[src/mfl_consts.vh]
// Constants for the motor fault LED coder: blink timing and recovery time.
// Assumes a 40 MHz system clock.
`ifndef MFL_CONSTS_VH
`define MFL_CONSTS_VH

`define MFL_CLK_HZ            40000000
// Blink timing in milliseconds
`define MFL_ON_MS             250
`define MFL_OFF_MS            250
`define MFL_PAUSE_MS          1500
// Fault hold and recovery time in seconds
`define MFL_HOLD_S            10
// Derived cycle counts
`define MFL_ON_CYC            ((`MFL_CLK_HZ / 1000) * `MFL_ON_MS)
`define MFL_OFF_CYC           ((`MFL_CLK_HZ / 1000) * `MFL_OFF_MS)
`define MFL_PAUSE_CYC         ((`MFL_CLK_HZ / 1000) * `MFL_PAUSE_MS)
`define MFL_HOLD_CYC          (`MFL_CLK_HZ * `MFL_HOLD_S)
// Blink counts per condition
`define MFL_N_STALL           3'h2
`define MFL_N_OVERCUR         3'h3
`define MFL_N_OVERHEAT        3'h4
`define MFL_N_OVERVOLT        3'h5
`define MFL_N_UNDERVOLT       3'h6
`define MFL_N_SHORT           3'h7
// Stall pattern is shown this many groups
`define MFL_STALL_GROUPS      2'h2

`endif

[src/mfl_led_coder.v]
// Motor fault LED coder: shows controller state and faults on one LED.
// Assumes fault flags are synchronous levels from the sensing circuitry.
//
// Notes on behaviour
// - The LED is dark while idle and steadily lit while the motor runs normally.
// - A stall event shows two-blink groups twice, then the LED returns to normal.
// - Over-current shows three-blink groups and overheat four-blink groups while present and for ten seconds after, then clears.
// - Over-voltage shows five-blink groups while present and clears ten seconds after it ends.
// - Under-voltage shows six-blink groups while present and clears ten seconds after it ends.
// - During the over- or under-voltage recovery time the motor is still allowed to run.
// - A shorted wiring fault shows seven-blink groups until the fault is corrected.
`timescale 1ns/1ps
`include "mfl_consts.vh"

module mfl_led_coder #(
    parameter [31:0] HOLD_CYC  = `MFL_HOLD_CYC,
    parameter [31:0] ON_CYC    = `MFL_ON_CYC,
    parameter [31:0] OFF_CYC   = `MFL_OFF_CYC,
    parameter [31:0] PAUSE_CYC = `MFL_PAUSE_CYC
) (
    // Clock and reset
    input  wire        clk_i,
    input  wire        reset_i,
    // Controller state
    input  wire        motor_running_i,
    // Fault flags
    input  wire        stall_i,
    input  wire        overcurrent_i,
    input  wire        overheat_i,
    input  wire        overvolt_i,
    input  wire        undervolt_i,
    input  wire        wire_short_i,
    // Outputs
    output reg         led_o,
    output wire        run_permit_o,
    output reg  [2:0]  code_o
);

    // ------------------------------------------------------------
    // Hold timers and latched indications
    // ------------------------------------------------------------
    reg        stall_act;
    reg [1:0]  stall_groups;
    reg        oc_act;
    reg        oh_act;
    reg        ov_act;
    reg        uv_act;
    reg [31:0] oc_tmr;
    reg [31:0] oh_tmr;
    reg [31:0] ov_tmr;
    reg [31:0] uv_tmr;
    reg        stall_d;
    wire       stall_last;
    wire       group_done;
    wire       blink_led;
    reg [2:0]  next_code;

    // Countdown: reload while cause present, clear flag at zero
    function [31:0] hold_next;
        input        cause;
        input [31:0] tmr;
        begin
            if (cause)
                hold_next = HOLD_CYC - 32'h1;
            else if (tmr != 32'h0)
                hold_next = tmr - 32'h1;
            else
                hold_next = 32'h0;
        end
    endfunction

    always @(posedge clk_i) begin
        if (reset_i) begin
            stall_act    <= 1'b0;
            stall_groups <= 2'h0;
            stall_d      <= 1'b0;
            oc_act       <= 1'b0;
            oh_act       <= 1'b0;
            ov_act       <= 1'b0;
            uv_act       <= 1'b0;
            oc_tmr       <= 32'h0;
            oh_tmr       <= 32'h0;
            ov_tmr       <= 32'h0;
            uv_tmr       <= 32'h0;
        end else begin
            stall_d <= stall_i;
            // Stall counts groups only while it is the shown code
            if (stall_i && !stall_d) begin
                stall_act    <= 1'b1;
                stall_groups <= 2'h0;
            end else if (stall_act && group_done && code_o == `MFL_N_STALL) begin
                if (stall_groups + 2'h1 >= `MFL_STALL_GROUPS)
                    stall_act <= 1'b0;
                stall_groups <= stall_groups + 2'h1;
            end
            // Event faults hold for a fixed time from the last sighting
            oc_tmr <= hold_next(overcurrent_i, oc_tmr);
            oh_tmr <= hold_next(overheat_i, oh_tmr);
            oc_act <= overcurrent_i || (oc_tmr > 32'h1);
            oh_act <= overheat_i || (oh_tmr > 32'h1);
            // Supply faults: show while present, clear after recovery time
            ov_tmr <= hold_next(overvolt_i, ov_tmr);
            uv_tmr <= hold_next(undervolt_i, uv_tmr);
            ov_act <= overvolt_i || (ov_tmr > 32'h1);
            uv_act <= undervolt_i || (uv_tmr > 32'h1);
        end
    end

    // Only a live supply fault inhibits the motor; recovery does not
    assign run_permit_o = !overvolt_i && !undervolt_i;

    // Final stall group just ended; the blinker has already relaunched
    assign stall_last = stall_act && group_done && (code_o == `MFL_N_STALL)
                        && (stall_groups + 2'h1 >= `MFL_STALL_GROUPS);

    // ------------------------------------------------------------
    // Priority select: most severe condition wins
    // ------------------------------------------------------------
    always @* begin
        if (wire_short_i)
            next_code = `MFL_N_SHORT;
        else if (uv_act)
            next_code = `MFL_N_UNDERVOLT;
        else if (ov_act)
            next_code = `MFL_N_OVERVOLT;
        else if (oh_act)
            next_code = `MFL_N_OVERHEAT;
        else if (oc_act)
            next_code = `MFL_N_OVERCUR;
        else if (stall_act)
            next_code = `MFL_N_STALL;
        else
            next_code = 3'h0;
    end

    always @(posedge clk_i) begin
        if (reset_i)
            code_o <= 3'h0;
        else
            code_o <= next_code;
    end

    // Restart the pattern whenever the shown code changes
    wire blink_run = (code_o != 3'h0) && (code_o == next_code);

    mfl_blinker #(
        .ON_CYC    (ON_CYC),
        .OFF_CYC   (OFF_CYC),
        .PAUSE_CYC (PAUSE_CYC)
    ) u_blinker (
        .clk_i        (clk_i),
        .reset_i      (reset_i),
        .run_i        (blink_run),
        .count_i      (code_o),
        .led_o        (blink_led),
        .group_done_o (group_done)
    );

    // ------------------------------------------------------------
    // LED drive
    // ------------------------------------------------------------
    always @(posedge clk_i) begin
        if (reset_i)
            led_o <= 1'b0;
        // Dark while a code is being dropped, so no stray flash trails a pattern
        else if (code_o != 3'h0)
            led_o <= blink_led && (code_o == next_code) && !stall_last;
        else
            led_o <= motor_running_i;
    end

endmodule

[src/mfl_blinker.v]
// Blink group generator: emits groups of N pulses separated by a pause.
// Assumes the caller holds count_i stable while run_i is high.
`timescale 1ns/1ps
`include "mfl_consts.vh"

module mfl_blinker #(
    parameter [31:0] ON_CYC    = `MFL_ON_CYC,
    parameter [31:0] OFF_CYC   = `MFL_OFF_CYC,
    parameter [31:0] PAUSE_CYC = `MFL_PAUSE_CYC
) (
    // Clock and reset
    input  wire        clk_i,
    input  wire        reset_i,
    // Control
    input  wire        run_i,
    input  wire [2:0]  count_i,
    // Pattern output
    output reg         led_o,
    output reg         group_done_o
);

    // ------------------------------------------------------------
    // Phase sequencer
    // ------------------------------------------------------------
    localparam [2:0] ST_ON    = 3'h1;
    localparam [2:0] ST_OFF   = 3'h2;
    localparam [2:0] ST_PAUSE = 3'h4;

    reg [2:0]  state;
    reg [31:0] timer;
    reg [2:0]  blinks;

    always @(posedge clk_i) begin
        group_done_o <= 1'b0;
        if (reset_i || !run_i) begin
            state  <= ST_ON;
            timer  <= 32'h0;
            blinks <= 3'h0;
            led_o  <= 1'b0;
        end else begin
            timer <= timer + 32'h1;
            case (state)
                ST_ON: begin
                    led_o <= 1'b1;
                    if (timer >= ON_CYC - 32'h1) begin
                        state  <= ST_OFF;
                        timer  <= 32'h0;
                        led_o  <= 1'b0;
                        blinks <= blinks + 3'h1;
                    end
                end
                ST_OFF: begin
                    led_o <= 1'b0;
                    if (timer >= OFF_CYC - 32'h1) begin
                        timer <= 32'h0;
                        if (blinks >= count_i) begin
                            state <= ST_PAUSE;
                        end else begin
                            state <= ST_ON;
                            led_o <= 1'b1;
                        end
                    end
                end
                ST_PAUSE: begin
                    led_o <= 1'b0;
                    if (timer >= PAUSE_CYC - 32'h1) begin
                        timer        <= 32'h0;
                        blinks       <= 3'h0;
                        state        <= ST_ON;
                        led_o        <= 1'b1;
                        group_done_o <= 1'b1;
                    end
                end
                default: begin
                    state <= ST_ON;
                    timer <= 32'h0;
                end
            endcase
        end
    end

endmodule

[config.mk]
export PLATFORM = sky130hd
export DESIGN_NAME = mfl_led_coder
export DESIGN_NICKNAME = d
export VERILOG_FILES = /design/src/mfl_led_coder.v /design/src/mfl_blinker.v
export VERILOG_INCLUDE_DIRS = /design/src
export SDC_FILE = /design/constraint.sdc
export NUM_CORES = 1
export LEC_CHECK = 0
export ABC_AREA = 1
export BUFFER_PORTS_ARGS = -buffer_cell sky130_fd_sc_hd__buf_2
export CAP_MARGIN = 20
export CORE_MARGIN = 2
export CORE_UTILIZATION = 25
export DETAILED_ROUTE_END_ITERATION = 7
export PLACE_DENSITY = 0.51
export SETUP_SLACK_MARGIN = 0.1
export SLEW_MARGIN = 20
export SYNTH_ARGS = -nofsm -noshare
export SYNTH_HDL_FRONTEND = slang
export SYNTH_SLANG_ARGS = --single-unit
[constraint.sdc]
create_clock -name clk_i -period 3.7 [get_ports clk_i]
set_clock_uncertainty 0.2 [all_clocks]
set_input_delay 0 -clock clk_i [delete_from_list [all_inputs] [get_ports clk_i]]
set_output_delay 0 -clock clk_i [all_outputs]
set_load 0.03 [all_outputs]
# == After elaboration in Yosys (flattened, before gate mapping) ==
# Index checks and enable logic that the tools add are counted.
# totals
reg_bits,180
out_inout_bits,5
input_bits,9
# classes
eq_ne,8
reduce_logical,37
order_cmp,8
n_mux,34
n_bitwise,5
add_sub_neg,7
# op_table
cell,count
$mux 29,8
$gt 32x1->1 const B,4
$reduce_bool 32->1,4
$sub 32x1->32 const B,4
$mux 32,2
$pmux 32 s2,1
$add 32x1->32 const B,1
$ge 32x24->1 const B,1
$ge 32x26->1 const B,1
$mux 3,10
$reduce_or 3->1,4
$pmux 3 s3,1
$logic_and 1x1->1,8
$mux 1,8
$eq 3x2->1 const B,2
$ne 2x1->1 const B,3
$pmux 3 s2,1
$reduce_and 3->1,2
$reduce_bool 2->1,3
$reduce_bool 3->1,2
$reduce_or 2->1,3
$logic_not 1->1,5
$logic_or 1x1->1,5
$not 1->1,5
other kinds (10),11

# == Longest topological paths before layout ==
# logic_depth
word_depth,11
depth_mapped,15
ltp_nobuf,14

# == Cells and area by module ==
# From an unflattened synthesis, not the netlist that was laid out.
# unflattened
hier_cells,1480
area_unflattened_um2,10083.4
# modules_own_cells
module,cells_per_inst,area_per_inst_um2,n_inst,seq_area_each_um2
mfl_led_coder,1188,7940.1,1,2802.7
mfl_blinker,292,2143.3,1,800.8

# == Worst setup path after synthesis ==
# OpenSTA, ideal clock, no wires.
# synth_path
kind,flip-flop to flip-flop
start,register oh_tmr[0]
end,register oh_tmr[18]
setup_slack_ps,1870
arrival_ps,1560
setup_time_ps,70
stages_incl_launch_ff,11
required_time_ps,3430
period_less_slack_ps,1830
cell_sequence,dfxtp_1 inv_1 ha_1 nand2_1 nor2_2 nand2_1 nor3_2 inv_1 o21ai_0 nand3_1 a21oi_1
# synth_via
elab_chain_cells,3
# synth_lines
item,line_no,rtl
from (decl),mfl_led_coder.v:49,reg [31:0] oh_tmr;
from (signal assigned),mfl_led_coder.v:98,"oh_tmr <= hold_next(overheat_i, oh_tmr);"
$sub 32x1->32 or $reduce_bool 32->1 (tied branches),"mfl_led_coder.v:66, mfl_led_coder.v:65",
$mux 29 *,mfl_led_coder.v:65,else if (tmr != 32'h0)
$mux 29 *,mfl_led_coder.v:63,if (cause)
# Every way passes the cells marked *; elsewhere a longest branch is shown, timed or not.
# A chain may end at the register's enable or synchronous reset.

# == Worst setup path in the final report ==
# layout_path
start,register oc_tmr[17]
end,register oc_tmr[1]
# layout_via
elab_chain_cells,3
# layout_lines
item,line_no,rtl
from (decl),mfl_led_coder.v:48,reg [31:0] oc_tmr;
from (signal assigned),mfl_led_coder.v:97,"oc_tmr <= hold_next(overcurrent_i, oc_tmr);"
$reduce_bool 32->1,mfl_led_coder.v:65,
$mux 29,mfl_led_coder.v:65,
$mux 29,mfl_led_coder.v:63,
# No other way between the ends.

==> flow_summary_export.csv <==
group,metric,value,unit
cts,clk_latency,430,ps
die,initial_core_util,25.2,%
die,design.core.area,37400,sq um
timing,setup_viol,0,
hold_path,min_path_type,"input pin to register",
logic_synthesis,yosysTopAreaCellShare,38.2,%
final_layout,num-nets-final,1441,
global_route,grt_overflow,0,
final_layout,drive_above_1_share,7.00,%
logic_synthesis,netlist_area,9440,sq um
timing,finalHoldViolCount,0,
placement,place_inst,1898,
power,power_frac_comb,11.6,%
logic_synthesis,avgSynthCellArea,6.78,sq um
die,ios,14,
die,rows,71,
final_layout,diodes,0,
power,internal_power,0.00321,W
global_route,grt_max_degree,63,
worst_setup_path,crit_path_end_kind,"register",
power,p_leak,4.54,nW
global_route,grt_first_pass_wirelength,37000,microns
timing,rsz0062_at_grt,"false",
route,drtIter0Drc,372,
timing,worst_pin_slew,730,ps
worst_setup_path,worstSetupPathType,"register to register",
timing,worst_slack,1420,ps
route,detail_route.wl_per_cell,11.1,microns
power,clkPwrFrac,40.8,%
worst_setup_path,cp_max_fo,4,
global_route,grt_usage,11.4,%
power,swShare,27.3,%
timing,slew_violations,0,
route,dr.pass1.iters,5,
cts,cts-buffers-inserted,17,
cts,cts-root-buf,"clkbuf_16",
power,seq_power_share,47.6,%
power,netSwitchingPower,0.00120,W
die,die_w,198,microns
die,dieArea,39300,sq um
power,ir_drop,0.311,mV
outcome,status,"complete, no violations",
logic_synthesis,synth_edf_count,0,
route,drc_errors,0,
logic_synthesis,synth.most_common_cell,"nand2_1",
placement,gp_congestion,0.820,
logic_synthesis,synth-async-reset-ratio,0,%
final_layout,fin_util,28.8,%
hold_path,worstHoldStart,"stall_i",
placement,dp_slack,1500,ps
final_layout,final_cells,1939,
logic_synthesis,syn_inst,1392,
logic_synthesis,synth_cell_types,41,
logic_synthesis,synth_flop_cell,"dfxtp_1",
cts,cts_max_level,4,
placement,hpwl,15500,microns
worst_setup_path,r2r-start,"oc_tmr[17]",
timing,fmax,0.438,GHz
cts,clockBufferDepth,2,
worst_setup_path,required,3820,ps
logic_synthesis,synth_area_leaders,"dfxtp_1 (38%), nand2_1 (12%), nor2_1 (10%), a21oi_1 (6.5%), inv_1 (5.9%)",
route,routed_via_density,4.31,
timing,slew_headroom,51.3,%
logic_synthesis,synth_top_area_cell,"dfxtp_1",
worst_setup_path,startpoint_type,"register",
cts,cts_tree,"done",
logic_synthesis,synthTopCellsByCount,"nand2_1 (296), nor2_1 (260), dfxtp_1 (180)",
die,die_y,198,microns
global_route,antenna_found_initial,1,
route,route.vias.total,8363,
timing,fin_crit,2280,ps
final_layout,fillers,4088,
timing,post-route-period-util,61.7,%
run,drv_cap,0,
cts,clk_pin_slew,70,ps
worst_setup_path,critical_path.startpoint,"oc_tmr[17]",
cts,cts_resized,0,
final_layout,area_delta_synth_final,13.9,%
global_route,grt_pass1_vias,7920,
route,drtAntennaViolNets,0,
logic_synthesis,synth-seq-cells,180,
placement,io_buffer_count,13,
timing,fin_setup_tns,0,ps
logic_synthesis,ys_seq_area_share,38.2,%
logic_synthesis,ys_warn_count,0,
route,finalWirelength,21500,microns
power,power_density,410,nW/um^2
worst_setup_path,worst_ep_arrival_time,2400,ps
cts,cts_sinks,180,
power,p_total,0.00441,W
-- cell usage in the layout, fill, tap and decap left out, drive strengths merged, types with 26 or more instances in the layout --
cell type	count
xor2	46
dfxtp	180
nor3	27
a21oi	122
nand3	78
o21ai	34
nand2	303
nand4	37
inv	151
nor2	278
xnor2	26
-- metrics by stage --
stage                     instance area [sq um]  hold slack (ps)
after floorplan                            9460            -92.7
after global placement                    10100             64.6
after detailed placement                  10100             66.9
after CTS                                 10800              184
after global routing                      10800              225
final                                     10800              213
-- kinds of logic after synthesis --
group / share of synthesized area (%)
other cells: 0.0397
flops: 38.2
simple gates: 35.2
fa+ha+maj: 2.25
compound gates: 10.3
xor+xnor: 6.68
buf+inv: 7.40
-- registers in the layout, indices dropped and copies added (netlist names) --
signal,cells
code_o,3
led_o,1
oc_act,1
oc_tmr,32
oh_act,1
oh_tmr,32
ov_act,1
ov_tmr,32
stall_act,1
stall_d,1
stall_groups,2
u_blinker.blinks,3
u_blinker.group_done_o,1
u_blinker.led_o,1
u_blinker.state,3
u_blinker.timer,32
uv_act,1
uv_tmr,32
-- critical path, stage by stage (launching register included) --
cell	delay [ps]
dfxtp_1	340
nor2_1	240
nand2_1	80
nor2_1	230
nand2_1	110
nor3_1	220
nor2_1	70
nor2_1	90
nor2_1	40
dlygate4sd3_1	560
-- path summary, 6_finish.rpt --
check	endpoint	slack [ps]	cells after the start
worst min-delay path	stall_d	210	4
worst max register to register	oc_tmr[1]	1420	9
worst min register to register	u_blinker.timer[0]	260	1
worst max-delay path	oc_tmr[1]	1420	9
-- metal layers --
layer	global-route usage (%)	share of wire, %	up-vias
met5	0	0	-
met4	3.06	1.1	0
met1	15.7	53	3758
met2	18.2	43	92
li1	-	-	4500
met3	2.28	3.1	13
-- area by class of cell --
| type | instances | area [sq um] | area share [%] |
|---|---|---|---|
| multi-input combinational | 1037 | 5150 | 47.9 |
| sequential | 180 | 3600 | 33.5 |
| tap | 511 | 639 | 5.95 |
| inverter | 150 | 563 | 5.24 |
| clock buffer | 22 | 484 | 4.50 |
| timing repair buffer | 29 | 210 | 1.95 |
| clock inverter | 10 | 97.6 | 0.908 |
-- power by group through the flow --
stage               Combinational [W]  Sequential [W]  Clock (W)
CTS                          0.000515         0.00210    0.00186
global route                 0.000597         0.00211    0.00194
finish                       0.000512         0.00210    0.00180
global placement             0.000502         0.00214          0
detailed placement           0.000503         0.00214          0
floorplan                    0.000399         0.00213          0
-- repair_timing --
item                                   4_1_cts  5_1_grt
hold buffers                                 9        0
endpoints found under the hold margin       80        0
buffers inserted                             0        0
Note: power is estimated with default switching activity, not from simulation.
